===== config.mk =====
export PLATFORM = sky130hd
export DESIGN_NAME = fecw_top
export DESIGN_NICKNAME = d
export VERILOG_FILES = /design/src/design/fecw_pkg.sv /design/src/design/fecw_fifo.sv /design/src/design/fecw_top.sv
export SDC_FILE = /design/constraint.sdc
export NUM_CORES = 1
export LEC_CHECK = 0
export BUFFER_PORTS_ARGS = -buffer_cell sky130_fd_sc_hd__clkbuf_2
export CAP_MARGIN = 20
export CORE_MARGIN = 4
export CORE_UTILIZATION = 66
export CTS_CLUSTER_SIZE = 20
export DETAILED_ROUTE_END_ITERATION = 8
export PLACE_DENSITY = 0.85
export SLEW_MARGIN = 20
export SYNTH_ARGS = -nofsm -noshare
export SYNTH_HDL_FRONTEND = slang
export SYNTH_SLANG_ARGS = --single-unit

===== constraint.sdc =====
create_clock -name clk -period 8.2 [get_ports clk]
set_input_delay 0.41 -clock clk [delete_from_list [all_inputs] [get_ports clk]]
set_output_delay 0.41 -clock clk [all_outputs]
set_load 0.01 [all_outputs]

===== src/design/fecw_pkg.sv =====
// Purpose: shared constants, types and helpers of the far-end alarm codeword controller
// Assumes: one clock; line bits arrive as strobes synchronous to clk
// Notes: code registers keep the first serial bit in bit 0
//
// Summary of operation
// - code bits travel first-to-last on the line
// - first serial bit in register bit 0
// - two writable transmit codes, first and second
// - four modes; idle sends all ones
// - single mode: first code ten times, then ones
// - dual mode: first ten, second ten, ones
// - continuous mode repeats first code until changed
// - codeword is 0, code, 0, eight ones
// - receiver checks every bit position for framing
// - three equal codewords set detect, push code
// - two differing codewords or idle clear detect
// - sixteen consecutive ones declare idle
// - idle ends when detect becomes set
// - code fifo holds four whole six-bit codes
// - code fifo reports empty status
// - code arriving while full discarded, overflow flagged
// - read of empty fifo is ignored
// - line processing and reads act independently
package fecw_pkg;

  localparam int CODE_W = 6; // bits in one alarm code
  localparam int CW_LEN = 16; // bits in one codeword
  localparam logic [3:0] REP_COUNT = 4'h0a; // codewords per code in single and dual mode
  localparam logic [1:0] DET_REPEATS = 2'h3; // equal codewords needed for detection
  localparam logic [1:0] DIFF_LIMIT = 2'h2; // differing codewords that drop detection
  localparam logic [4:0] IDLE_ONES = 5'h10; // consecutive ones that declare idle
  localparam logic [4:0] SLOT_LIMIT = 5'h10; // bits without framing that break a run
  localparam int CODE_FIFO_DEPTH = 4; // receive code fifo entries
  localparam int BIT_FIFO_DEPTH = 16; // line bit buffer entries
  localparam logic [7:0] CW_TAIL = 8'hff; // trailing ones of a codeword
  localparam logic [15:0] ALL_ONES = 16'hffff; // idle line word

  // transmit mode select
  typedef enum logic [1:0] {
    FECW_MODE_IDLE,
    FECW_MODE_SINGLE,
    FECW_MODE_DUAL,
    FECW_MODE_CONT
  } fecw_mode_t;

  // code write strobes with their data
  typedef struct packed {
    logic wr_first; // load tx_code_first
    logic wr_second; // load tx_code_second
    logic [CODE_W-1:0] code; // code, first serial bit in bit 0
  } fecw_code_wr_t;

  // receive status bits
  typedef struct packed {
    logic detected; // code detection indication
    logic idle; // idle condition
    logic empty; // code fifo empty
    logic overflow; // sticky code fifo overflow
  } fecw_rx_stat_t;

  // builds the 16-bit codeword, first bit to send in bit 15
  function automatic logic [15:0] fecw_build_cw(input logic [CODE_W-1:0] code);
    logic [15:0] w;
    w = {1'b0, 6'h00, 1'b0, CW_TAIL};
    for (int i = 0; i < CODE_W; i++) begin
      w[14-i] = code[i];
    end
    return w;
  endfunction

  // true when the last 16 line bits (oldest in bit 15) form a codeword
  function automatic logic fecw_is_frame(input logic [15:0] h);
    return (h[15] == 1'b0) && (h[8] == 1'b0) && (h[7:0] == CW_TAIL);
  endfunction

  // pulls the code out of a framed window, first received bit into bit 0
  function automatic logic [CODE_W-1:0] fecw_get_code(input logic [15:0] h);
    logic [CODE_W-1:0] c;
    c = '0;
    for (int i = 0; i < CODE_W; i++) begin
      c[i] = h[14-i];
    end
    return c;
  endfunction

endpackage


===== src/design/fecw_fifo.sv =====
// Purpose: parameterised first-in first-out buffer with valid/ready on both sides
// Assumes: depth is a power of two
// Notes: ready and valid come straight from flip-flops
`timescale 1ns/1ps
`default_nettype none
module fecw_fifo #(
  parameter int W = 6, // word width
  parameter int DEPTH = 4 // entries
) (
  input wire logic clk, // system clock
  input wire logic sys_rst, // async reset, active high
  input wire logic in_valid, // write request
  output logic in_ready, // room for a word
  input wire logic [W-1:0] in_data, // word to write
  output logic out_valid, // a word is held
  input wire logic out_ready, // read request
  output logic [W-1:0] out_data // oldest word
);
  import fecw_pkg::*;

  localparam int AW = $clog2(DEPTH); // pointer width
  localparam logic [AW:0] FULL_CNT = (AW+1)'(DEPTH); // fill level when full

  // whole state of the buffer
  typedef struct packed {
    logic [DEPTH-1:0][W-1:0] mem; // storage
    logic [AW-1:0] wp; // write pointer
    logic [AW-1:0] rp; // read pointer
    logic [AW:0] cnt; // fill level
    logic nf; // not full
    logic ne; // not empty
  } fecw_fifo_st_t;

  fecw_fifo_st_t s_q; // registered state
  fecw_fifo_st_t s_d; // next state
  logic push; // accepted write
  logic pop; // accepted read

  ///////////////////////////////////////////////////////////////////////////
  // next state: whole words only, reads of an empty buffer do nothing
  always_comb begin
    s_d = s_q;
    push = in_valid && s_q.nf;
    pop = out_ready && s_q.ne;
    if (push) begin
      s_d.mem[s_q.wp] = in_data;
      s_d.wp = s_q.wp + 1'b1;
    end
    if (pop) begin
      s_d.rp = s_q.rp + 1'b1;
    end
    if (push && !pop) begin
      s_d.cnt = s_q.cnt + 1'b1;
    end else if (pop && !push) begin
      s_d.cnt = s_q.cnt - 1'b1;
    end
    s_d.nf = (s_d.cnt != FULL_CNT);
    s_d.ne = (s_d.cnt != '0);
  end

  // state register
  always_ff @(posedge clk or posedge sys_rst) begin
    if (sys_rst) begin
      s_q <= '0;
      s_q.nf <= 1'b1;
    end else begin
      s_q <= s_d;
    end
  end

  assign in_ready = s_q.nf;
  assign out_valid = s_q.ne;
  assign out_data = s_q.mem[s_q.rp];
endmodule
`default_nettype wire


===== src/design/fecw_top.sv =====
// Purpose: far-end alarm codeword transmit serialiser, receive detector and code fifo
// Assumes: one line bit per tx_bit_req strobe; rx bits offered with valid/ready
// Notes: all outputs are registered; line bits pass a 16-deep buffer first
`timescale 1ns/1ps
`default_nettype none
module fecw_top (
  input wire logic clk, // system clock, 20 MHz
  input wire logic sys_rst, // async reset, active high
  input wire fecw_pkg::fecw_code_wr_t code_wr, // transmit code writes
  input wire fecw_pkg::fecw_mode_t tx_mode, // mode to select
  input wire logic tx_mode_wr, // one-cycle mode write strobe
  input wire logic tx_bit_req, // line asks for next transmit bit
  output logic tx_bit_out, // transmit codeword stream bit
  output logic [5:0] tx_code_first, // readback of first code
  output logic [5:0] tx_code_second, // readback of second code
  input wire logic rx_bit_valid, // received line bit offered
  input wire logic rx_bit, // received line bit
  output logic rx_bit_ready, // line bit buffer has room
  input wire logic rx_code_rd, // one-cycle read of code fifo
  input wire logic rx_ovf_clr, // one-cycle clear of overflow flag
  output logic [5:0] rx_code_fifo_out, // last code read from fifo
  output fecw_pkg::fecw_rx_stat_t rx_stat // receive status
);
  import fecw_pkg::*;

  // transmit sequencer states
  typedef enum logic [1:0] {
    TX_IDLE,
    TX_A,
    TX_B,
    TX_CONT
  } fecw_tx_st_t;

  // whole state of the block
  typedef struct packed {
    logic [5:0] code_a; // first transmit code
    logic [5:0] code_b; // second transmit code
    fecw_mode_t mode; // selected mode
    logic restart; // mode written, take at next boundary
    fecw_tx_st_t st; // transmit sequencer
    logic [3:0] rep; // codewords sent of current code
    logic [3:0] bcnt; // bits left in current word
    logic [15:0] sh; // transmit shift register
    logic out; // transmit bit
    logic [15:0] hist; // last 16 received bits, newest in bit 0
    logic [4:0] ones; // consecutive received ones
    logic [4:0] since; // bits since last framing match
    logic [5:0] cand; // candidate code
    logic [1:0] cnt; // consecutive matches of candidate
    logic [5:0] det_code; // currently detected code
    logic det; // detection indication
    logic [1:0] diff; // consecutive codewords differing from detected
    logic idle; // idle condition
    logic push; // code pushed into fifo this cycle
    logic ovf; // sticky overflow
    logic empty; // registered empty flag
    logic [5:0] rd_code; // code read out
  } fecw_st_t;

  fecw_st_t s_q; // registered state
  fecw_st_t s_d; // next state

  logic buf_valid; // line bit buffer has a bit
  logic buf_bit; // oldest buffered bit
  logic take; // processor consumes a bit this cycle
  logic code_ready; // code fifo has room
  logic code_valid; // code fifo holds a code
  logic [5:0] code_head; // oldest code in fifo

  ///////////////////////////////////////////////////////////////////////////
  // line bit buffer; the detector stalls it for one cycle per pushed code
  fecw_fifo #(
    .W(1),
    .DEPTH(BIT_FIFO_DEPTH)
  ) u_bit_buf (
    .clk(clk),
    .sys_rst(sys_rst),
    .in_valid(rx_bit_valid),
    .in_ready(rx_bit_ready),
    .in_data(rx_bit),
    .out_valid(buf_valid),
    .out_ready(take),
    .out_data(buf_bit)
  );

  // receive code fifo, written by the line side, read by software
  fecw_fifo #(
    .W(CODE_W),
    .DEPTH(CODE_FIFO_DEPTH)
  ) u_code_fifo (
    .clk(clk),
    .sys_rst(sys_rst),
    .in_valid(s_q.push),
    .in_ready(code_ready),
    .in_data(s_q.det_code),
    .out_valid(code_valid),
    .out_ready(rx_code_rd),
    .out_data(code_head)
  );

  assign take = buf_valid && !s_q.push;

  ///////////////////////////////////////////////////////////////////////////
  // next state for transmit, receive and fifo status
  always_comb begin
    fecw_tx_st_t st;
    logic [3:0] rep;
    logic [15:0] word;
    logic [15:0] h;
    logic [5:0] c;
    st = s_q.st;
    rep = s_q.rep;
    word = ALL_ONES;
    h = s_q.hist;
    c = '0;
    s_d = s_q;
    s_d.push = 1'b0;

    // code storage writes
    if (code_wr.wr_first) begin
      s_d.code_a = code_wr.code;
    end
    if (code_wr.wr_second) begin
      s_d.code_b = code_wr.code;
    end
    // a mode write is held until the current word ends
    if (tx_mode_wr) begin
      s_d.mode = tx_mode;
      s_d.restart = 1'b1;
    end

    // transmit: one bit per line request
    if (tx_bit_req) begin
      if (s_q.bcnt == '0) begin
        // word boundary: pick the next word
        if (s_q.restart) begin
          rep = '0;
          // a mode write that lands on this very edge stays pending for the next word
          s_d.restart = tx_mode_wr;
          case (s_q.mode)
            FECW_MODE_IDLE: begin
              st = TX_IDLE;
            end
            FECW_MODE_CONT: begin
              st = TX_CONT;
            end
            default: begin
              st = TX_A;
            end
          endcase
        end
        case (st)
          TX_A: begin
            word = fecw_build_cw(s_q.code_a);
            rep = rep + 1'b1;
            if (rep == REP_COUNT) begin
              rep = '0;
              st = (s_q.mode == FECW_MODE_DUAL) ? TX_B : TX_IDLE;
            end
          end
          TX_B: begin
            word = fecw_build_cw(s_q.code_b);
            rep = rep + 1'b1;
            if (rep == REP_COUNT) begin
              rep = '0;
              st = TX_IDLE;
            end
          end
          TX_CONT: begin
            word = fecw_build_cw(s_q.code_a);
          end
          default: begin
            word = ALL_ONES;
            st = TX_IDLE;
          end
        endcase
        s_d.st = st;
        s_d.rep = rep;
        s_d.out = word[15];
        s_d.sh = {word[14:0], 1'b1};
        s_d.bcnt = 4'(CW_LEN - 1);
      end else begin
        // inside a word: shift out the next bit
        s_d.out = s_q.sh[15];
        s_d.sh = {s_q.sh[14:0], 1'b1};
        s_d.bcnt = s_q.bcnt - 1'b1;
      end
    end

    // receive: every bit position is a framing candidate
    if (take) begin
      h = {s_q.hist[14:0], buf_bit};
      s_d.hist = h;
      // idle detection on a run of ones
      if (buf_bit) begin
        s_d.ones = (s_q.ones == IDLE_ONES) ? IDLE_ONES : s_q.ones + 1'b1;
      end else begin
        s_d.ones = '0;
      end
      if ((s_d.ones == IDLE_ONES) && (s_q.ones != IDLE_ONES)) begin
        s_d.idle = 1'b1;
        s_d.det = 1'b0;
        s_d.diff = '0;
      end
      // a codeword must follow within one codeword length
      s_d.since = (s_q.since == SLOT_LIMIT) ? SLOT_LIMIT : s_q.since + 1'b1;
      if (s_d.since == SLOT_LIMIT) begin
        s_d.cnt = '0;
      end
      if (fecw_is_frame(h)) begin
        c = fecw_get_code(h);
        s_d.since = '0;
        // losing the detected code
        if (s_q.det && (c != s_q.det_code)) begin
          s_d.diff = s_q.diff + 1'b1;
          if (s_d.diff == DIFF_LIMIT) begin
            s_d.det = 1'b0;
            s_d.diff = '0;
          end
        end else begin
          s_d.diff = '0;
        end
        // counting equal codewords
        if ((s_q.cnt != '0) && (c == s_q.cand)) begin
          s_d.cnt = (s_q.cnt == DET_REPEATS) ? DET_REPEATS : s_q.cnt + 1'b1;
        end else begin
          s_d.cand = c;
          s_d.cnt = 2'h1;
        end
        if ((s_d.cnt == DET_REPEATS) && (s_q.cnt != DET_REPEATS)) begin
          s_d.det = 1'b1;
          s_d.det_code = c;
          s_d.push = 1'b1;
          s_d.diff = '0;
          s_d.idle = 1'b0;
        end
      end
    end

    // overflow: a set in the same cycle as a clear wins, so a lost code is never hidden
    if (rx_ovf_clr) begin
      s_d.ovf = 1'b0;
    end
    if (s_q.push && !code_ready) begin
      s_d.ovf = 1'b1;
    end
    // software read of the fifo; empty reads leave the data alone
    if (rx_code_rd && code_valid) begin
      s_d.rd_code = code_head;
    end
    s_d.empty = !code_valid;
  end

  // state register
  always_ff @(posedge clk or posedge sys_rst) begin
    if (sys_rst) begin
      s_q <= '0;
      s_q.out <= 1'b1;
      s_q.sh <= ALL_ONES;
      s_q.hist <= ALL_ONES;
      s_q.empty <= 1'b1;
    end else begin
      s_q <= s_d;
    end
  end

  // outputs straight from state
  assign tx_bit_out = s_q.out;
  assign tx_code_first = s_q.code_a;
  assign tx_code_second = s_q.code_b;
  assign rx_code_fifo_out = s_q.rd_code;
  assign rx_stat = '{detected: s_q.det, idle: s_q.idle, empty: s_q.empty, overflow: s_q.ovf};
endmodule
`default_nettype wire


# Word-level counts from Yosys, hierarchy flattened
# Index checks and enable logic that the tools add are counted.
# word_totals
word_cells	187
regBits	158
out_inout_bits	24
# classes
muxes	52
n_eq_ne	20
add_sub_neg	14
order_cmp	6
n_reduce_logical	40
bitwise	3
# ops
operator	count
16-bit one-hot mux with 2 select lines	1
5-bit 2-to-1 mux	6
28-bit 2-to-1 mux	1
24-bit bitwise mux	1
2-bit 2-to-1 mux	12
24-bit 2-to-1 mux	1
4-bit 2-to-1 mux	6
21-bit 2-to-1 mux	1
5-bit == test, second input constant	4
1-bit logical AND	18
6-bit 2-to-1 mux	3
16-bit bitwise mux	1
5-bit by 1-bit adder with 5-bit output, second input constant	3
2-bit == test, second input constant	7
4-bit by 1-bit adder with 4-bit output, second input constant	3
6-bit binary-select mux with 2-bit select	1
6-bit demux with 2-bit select	1
11-bit 2-to-1 mux	1
4-bit by 5-bit < comparator with 1-bit output, second input constant	2
5-bit != test, second input constant	2
3-bit 2-to-1 mux	3
2-bit by 1-bit adder with 2-bit output, second input constant	4
8-bit == test, second input constant	1
1-bit 2-to-1 mux	8
other kinds (28)	44

# Depth between registers and ports, before layout
# Gate-level depths: netlist of run 1.
# logic_depth
depth_word	12
depth_mapped	10
ltp_nobuf	9

# Hierarchy
# A second synthesis of run 1 with hierarchy kept.
# unflattened
cells_unflattened	653
hier_area_um2	7424.6
# modules_own_cells
module	n_inst	cells_each	area_each_um2
fecw_top	1	406	4226.6
fecw_fifo at u_bit_buf	1	141	1645.3
fecw_fifo at u_code_fifo	1	106	1552.7

# Worst setup path before layout of run 1
# OpenSTA, ideal clock, no wires.
# synth_timing
kind	register -> register
from	register s_q[80] in the netlist's numbering
to	register s_q[64] in the netlist's numbering
arrival_time_ns	2.289
required_ns	8.118
path_slack_ns	5.829
synth_period_minus_slack_ns	2.371
path_stages_with_launch	10
n_path_buf	2
cell_sequence	dfrtp_1 > clkbuf_1 > o21ai_0 > inv_1 > ha_1 > or2_2 > clkbuf_1 > a221oi_1 > a21oi_1 > mux2_2
# synth_between
elab_chain_len	7
# synth_lines
item	line_no	rtl
from (decl)	fecw_top.sv:60	fecw_st_t s_q;
2-bit 2-to-1 mux *	fecw_top.sv:136	if (s_q.restart) begin
2-bit 2-to-1 mux *	fecw_top.sv:134	if (s_q.bcnt == '0) begin
2-bit 2-to-1 mux *	fecw_top.sv:133	if (tx_bit_req) begin
2-bit == test / 2-bit by 1-bit == test with 1-bit output (equally long branches)	fecw_top.sv:152	case (st)
2-bit OR reduction (no source line)	n/a	
16-bit one-hot mux with 2 select lines *	fecw_top.sv:152	
21-bit 2-to-1 mux *	fecw_top.sv:134	
# Mark *: on every way between the ends. The rest lies on a longest branch, timed or not. The select of a mux whose other input is x is not followed.
# A chain may end at the register's enable or synchronous reset.

# Worst setup path in the final report of run 1
# layout_timing
from	register u_bit_buf.s_q[8] in the netlist's numbering
to	register s_q[21] in the netlist's numbering
# layout_between
elab_chain_len	5
# layout_lines
item	line_no	rtl
from (decl)	fecw_fifo.sv:34	fecw_fifo_st_t s_q;
1-bit binary-select mux with 4-bit select	fecw_fifo.sv:73	assign out_data = s_q.mem[s_q.rp];
1-bit 2-to-1 mux (not written as such)	fecw_fifo.sv:73	
8-bit == test	fecw_pkg.sv:73	return (h[15] == 1'b0) && (h[8] == 1'b0) && (h[7:0] == CW_TAIL);
1-bit logical AND	fecw_pkg.sv:73	
3-bit AND reduction (no source line)	n/a	
# No other way between the ends. The select of a mux whose other input is x is not followed.

==> run summary, run 1 <==
status: completed
clk_lat worst skew: 0.53 ns
max_cap viols: 0
most common cell after layout, fill and taps aside: dfrtp_1
vias in the first global route: 4928
Worst Clk Skew: 0.00510 ns
syn_area_per_cell: 11.2 um2
Finished Cell Area: 8030 um2
port buffer count: 41
Post-synth EDFFs: 0
worst-path cell chain: mux4_1 > a2bb2oi_1 > a32oi_1 > nor3_1 > o21ai_1 > mux2_2
met3 global-route usage: 5.29%
#FFs+latches synth: 149
leakage: 0.00376 uW
dpl cell area: 7450 um2
worst hold path depth: 2
die area: 12800 um2
total power: 2650 uW
ys async rst share: 100%
most used routing layer: met2
Crit Path Max Fanout: 12
most frequent cells in the layout: dfrtp_1 (123), nand2_1 (97), mux2_2 (77), clkbuf_2 (41), nor2_1 (31)
Max Clk Rate: 332 MHz
WS Path Type: flop to flop
Clock transition at path regs: 0.06 ns
Hold Crit Endpoint: rx_stat[0]
synthesized area: 7290 um2
n_diodes: 0
TritonCTS clock tree: built
RSZ-0062 raised after global routing: no
post-route ant nets: 0
reg2reg end: s_q[21]
Worst EP arrival: 3.42 ns
total number of vias: 4804
CTS sink count: 149
Peak VDD IR: 0.270 mV
hold path start: rx_ovf_clr
die width: 113 um
CTS max path bufs: 2
Reg2Reg Depth: 6
initial core utilization: 67.3%
first-pass GRT wire length: 23300 um
Final period util: 36.7%
GRT Overall Usage: 22.8%
Pwr Density: 330 nW/um2
DRT Pass-1 Iters: 4
Slew Viols, Final: 0
sw frac: 33.3%
CP max stage delay: 0.77 ns
endpoints failing hold: 0
core box area: 10800 um2
area grow syn2layout: 10.2%
Min Clock Period, post-route: 3.01 ns
1st-iter DRT viols: 365
GR Layer Usage met2: 39.8%
Post-Place Worst Slack: 5.20 ns
Setup WS post-layout: 5.19 ns
FP Rows: 38
worst flop-to-flop path startpoint: u_bit_buf.s_q[8]
Mapped Cells: 650
Combinational Power Share: 27.9%
proportion of layout cells with a drive suffix above 1: 27.6%
Final setup viols: 0
Synthesized Nets: 693
yosys warns: 0
Seq pwr share: 44.0%
met1 Usage GRT: 28.1%
Main synth FF type: dfrtp_1
I/O Pins: 42
Distinct cells, synth: 55
Slew headroom: 29.9%
largest net degree at the start of global routing: 88
Chip Height: 113 um
sequential-to-total area share from yosys stat: 51.6%
initial antenna violation count: 0
Internal: 1770 uW
# resized after CTS: 0
drt drc: 0
drt wl/cell: 16.5 um
# H-tree levels: 4
R2R Setup Slk: 5.19 ns
Clock Tree Root: clkbuf_8
Worst setup EP type: flop
GP Congestion: 0.830
DPL Wire Length: 9130 um
total wire length: 13500 um
Hold WC Path Type: input pin to flop
CP required: 8.61 ns
vias per cell: 5.84
Worst-Margin Slew: 1.05 ns
CTS buffer count: 17
setup tns final: 0 ns
Net Sw Power: 882 uW
Overflow after GRT: 0
clock power share: 28.1%
slowest CP cell: a32oi_1
Startpoint Class: flop
Nets: 712
-- metal layers --
layer,part of all wire (%),wire [um],vias to the layer above
met4,1.6,221,0
met5,0,0,-
met1,42,5750,2440
met3,2.8,386,22
met2,53,7190,80
li1,-,-,2262
-- per-stage QoR --
step           utilization, %  instances  hold WS (ns)
2_1_floorplan               -        650         0.383
3_3_place_gp             68.7        789         0.389
3_5_place_dp             68.7        789         0.411
4_1_cts                  74.1        822        0.0444
5_1_grt                  74.1        822        0.0647
6_report                 74.1        822        0.0663
-- sequential cells by signal, indices dropped and copies added (netlist names) --
register and flops:
u_bit_buf.s_q 29, u_code_fifo.in_ready 1, u_code_fifo.s_q 31, tx_code_first 6, tx_code_second 6, tx_bit_out 1, u_bit_buf.out_valid 1, rx_code_fifo_out 6
rx_stat 4, u_code_fifo.out_valid 1, s_q 62, u_bit_buf.in_ready 1
-- final cells by class --
class | instances | area [um2]
clock buffers | 23 | 467
clock inverters | 9 | 103
fillers | 690 | 2810
inverters | 31 | 121
multi-input cells | 424 | 3160
flip-flops and latches | 149 | 3760
well taps | 140 | 175
repair buffers | 46 | 249
-- worst max path at each step --
stage / from / endpoint / cells past startpoint
floorplan: sys_rst / rx_code_fifo_out[0] / 1
global placement: u_bit_buf.s_q[8] / s_q[21] / 6
detailed placement: u_bit_buf.s_q[8] / s_q[21] / 6
CTS: u_bit_buf.s_q[8] / s_q[21] / 6
global route: u_bit_buf.s_q[8] / s_q[26] / 6
finish: u_bit_buf.s_q[8] / s_q[21] / 6
-- critical path, delay by kind of cell (launching register included) --
| kind | cells | cell delay (ns) |
|---|---|---|
| AO/OA/AOI/OAI | 3 | 1.25 |
| flip-flops | 1 | 0.46 |
| multiplexers | 2 | 0.98 |
| AND/OR/NAND/NOR | 1 | 0.21 |
-- synth_stat cells (all sizes together) (3+ instances only) --
library cell,number,area share (%)
a21o,5,0.51
a21oi,18,1.2
a221oi,6,0.72
a32o,3,0.41
and2,5,0.43
buf,25,2.5
clkbuf,21,1.1
dfrtp,123,42
dfstp,26,9.4
ha,25,4.3
inv,31,1.6
mux2,77,12
mux2i,6,0.82
mux4,8,2.5
nand2,97,5.0
nand2b,5,0.43
nand3,13,0.89
nand3b,4,0.41
nand4,4,0.34
nand4b,3,0.36
nor2,31,1.6
nor2b,7,0.60
nor3,7,0.48
nor3b,5,0.51
o211ai,3,0.31
o21ai,23,1.6
o31ai,3,0.31
or3,3,0.33
xnor2,23,2.8
xor2,12,1.4
-- what timing repair did --
item	CTS	global route
hold buffers	1	0
setup buffers	0	0
endpoints found under the hold margin	54	0
-- power by group through the flow --
stage	registers [uW]	clock network [uW]	logic (uW)
2_1_floorplan	1100	0	633
3_3_place_gp	1160	0	688
3_5_place_dp	1170	0	737
4_1_cts	1160	754	746
5_1_grt	1190	792	841
6_report	1160	743	740
-- cells by family after synthesis --
group                      count (synthesis)  share of synthesized area [%]
xor gates and xnor gates                  35                           4.20
muxes                                     91                           15.2
buffers and inverters                     77                           5.13
adders and majority gates                 25                           4.29
AOI/OAI and AO/OA                         82                           7.47
DFF                                      149                           51.6
and+or+nand+nor                          191                           12.1
No activity file was read; power rests on OpenSTA's default activity.
==> inputs of run 2 (changes only) <==
--- a/config.mk
+++ b/config.mk
@@ -8,10 +8,10 @@
 export BUFFER_PORTS_ARGS = -buffer_cell sky130_fd_sc_hd__clkbuf_2
 export CAP_MARGIN = 20
 export CORE_MARGIN = 4
-export CORE_UTILIZATION = 66
+export CORE_UTILIZATION = 61
 export CTS_CLUSTER_SIZE = 20
 export DETAILED_ROUTE_END_ITERATION = 8
-export PLACE_DENSITY = 0.85
+export PLACE_DENSITY = 0.8
 export SLEW_MARGIN = 20
 export SYNTH_ARGS = -nofsm -noshare
 export SYNTH_HDL_FRONTEND = slang
==> constraint.sdc (replaced) <==
create_clock -name clk -period 2.9 [get_ports clk]
set_input_delay 0.145 -clock clk [delete_from_list [all_inputs] [get_ports clk]]
set_output_delay 0.145 -clock clk [all_outputs]
set_load 0.01 [all_outputs]
==> run summary, run 2 (same netlist as run 1, synthesis figures left out) <==
Finished Cell Area: 8180 um2 (+1.9%)
Hold WC Path Type: input pin to flop
CTS max path bufs: 2 (unchanged)
die area: 13800 um2 (+7.6%)
setup tns final: 0 ns (unchanged)
Seq pwr share: 43.4% (-0.6 points)
max reg flops: 62 (unchanged)
# H-tree levels: 4 (unchanged)
sw frac: 33.4% (+0.050 points)
Final setup viols: 0 (unchanged)
Worst EP arrival: 2.93 ns (-0.49 ns)
GP Congestion: 0.849 (+2.3%)
Setup WS post-layout: 0.318 ns (-4.87 ns)
RSZ-0062 raised after global routing: no
port buffer count: 41 (unchanged)
DRT Pass-1 Iters: 5 (+1)
clock power share: 28.2% (about the same)
# resized after CTS: 0 (unchanged)
Max Clk Rate: 387 MHz (+17%)
I/O Pins: 42 (unchanged)
clk_lat worst skew: 0.42 ns (-0.11 ns)
Slew headroom: 61.4% (+32 points)
initial antenna violation count: 0 (unchanged)
FP Rows: 39 (+2.6%)
CTS Hold Bufs: 11 (+10)
endpoints failing hold: 0 (unchanged)
Worst-Margin Slew: 0.573 ns (-0.479 ns)
most common cell after layout, fill and taps aside: dfrtp_1
status: completed
Post-Place Worst Slack: 0.370 ns (-4.83 ns)
largest net degree at the start of global routing: 92 (+4.5%)
Pwr Density: 927 nW/um2 (+180%)
most frequent cells in the layout: dfrtp_1 (123), nand2_1 (97), mux2_2 (77), clkbuf_2 (41), nor2_1 (31)
Final Core Density: 70.7% (-3.3 points)
core box area: 11600 um2 (+6.7%)
max_cap viols: 0 (unchanged)
Chip Height: 117 um (+3.7%)
crit-path leading delay family: compound AO/OA/AOI/OAI gates
Hold Slack: 0.0170 ns (-0.0493 ns)
dpl cell area: 7490 um2 (+0.50%)
Min Clock Period, post-route: 2.58 ns (-0.427 ns)
leakage: 0.00383 uW (+1.7%)
Overflow after GRT: 0 (unchanged)
Worst setup EP type: flop
buffers and inverters on the worst path: 1 (+1)
Combinational Power Share: 28.4% (+0.5 points)
biggest regs: s_q (62), u_code_fifo.s_q (31), u_bit_buf.s_q (29)
die width: 117 um (+3.7%)
Clock Tree Root: clkbuf_16
Crit Path Max Fanout: 12 (unchanged)
total number of vias: 4841 (+0.77%)
CP required: 3.25 ns (-5.36 ns)
TritonCTS clock tree: built
worst-path cell chain: o21ai_0 > inv_1 > ha_1 > or2_2 > a221oi_1 > a21oi_1 > mux2_2
Worst Clk Skew: 0.00951 ns (+0.00441 ns)
total wire length: 13500 um (-0.63%)
Slew Viols, Final: 0 (unchanged)
area grow syn2layout: 12.2%
vias in the first global route: 5011 (+1.7%)
Net Sw Power: 2530 uW (+190%)
initial core utilization: 63.0% (-4.2 points)
Internal: 5050 uW (+190%)
Startpoint Class: flop
CP max stage delay: 0.52 ns (-0.25 ns)
post-route ant nets: 0 (unchanged)
GRT Overall Usage: 20.6% (-2.2 points)
Nets: 725 (+1.8%)
Final period util: 89.0% (+52 points)
n_diodes: 0 (unchanged)
drt wl/cell: 16.1 um (-2.5%)
slowest CP cell: o21ai_0
1st-iter DRT viols: 378 (+3.6%)
Clock transition at path regs: 0.06 ns (about the same)
WS Path Type: flop to flop
Post-CTS Setup Bufs: 0 (unchanged)
CTS buffer count: 17 (unchanged)
Peak VDD IR: 0.785 mV (+190%)
first-pass GRT wire length: 23400 um (+0.44%)
DPL Wire Length: 9170 um (+0.36%)
vias per cell: 5.78 (-1.2%)
CTS sink count: 149 (unchanged)
proportion of layout cells with a drive suffix above 1: 27.9% (+0.35 points)
drt drc: 0 (unchanged)
most flop-heavy register: s_q
-- run 2: routing by layer --
| metal | wire (um) | up-vias | global-route usage (%) | share of wire [%] |
|---|---|---|---|---|
| li1 | - | 2292 | - | - |
| met1 | 5860 | 2442 | 26.3 | 44 |
| met2 | 7060 | 91 | 34.6 | 52 |
| met3 | 388 | 16 | 5.00 | 2.9 |
| met4 | 151 | 0 | 7.26 | 1.1 |
| met5 | 0 | - | 0 | 0 |
-- run 2: worst paths after layout --
kind                                            start                 end  slack (ns)  depth (start not counted)
worst max-delay path                          s_q[80]             s_q[64]        0.32                          7
worst min-delay path                       rx_code_rd  u_code_fifo.s_q[6]        0.02                          3
worst max register to register                s_q[80]             s_q[64]        0.32                          7
worst min register to register  u_code_fifo.out_valid          rx_stat[1]        0.40                          1
max in group asynchronous                     sys_rst             s_q[65]        1.75                          4
min in group asynchronous                     sys_rst             s_q[34]        0.31                          3
-- run 2: power by group through the flow --
stage	registers [uW]	logic (uW)	clock network [uW]
floorplan	3100	1790	0
global placement	3260	2000	0
detailed placement	3300	2130	0
CTS	3280	2160	2180
global route	3370	2430	2280
finish	3290	2160	2140
-- run 2: through the flow --
stage,std cells,power (uW)
2_1_floorplan,650,4890
3_3_place_gp,795,5260
3_5_place_dp,795,5430
4_1_cts,838,7630
5_1_grt,838,8080
6_report,838,7580
-- run 2: tightest hold or removal path, stage by stage --
cell	delay (ns)
clkbuf_2	0.09
nand3_1	0.08
xnor2_1	0.07
-- run 2: final cells by class --
class	count	area (um2)
fillers	795	3380
multi-input cells	424	3160
flip-flops and latches	149	3760
inverters	31	120
repair buffers	59	380
well taps	143	179
clock buffers	19	453
clock inverters	13	133
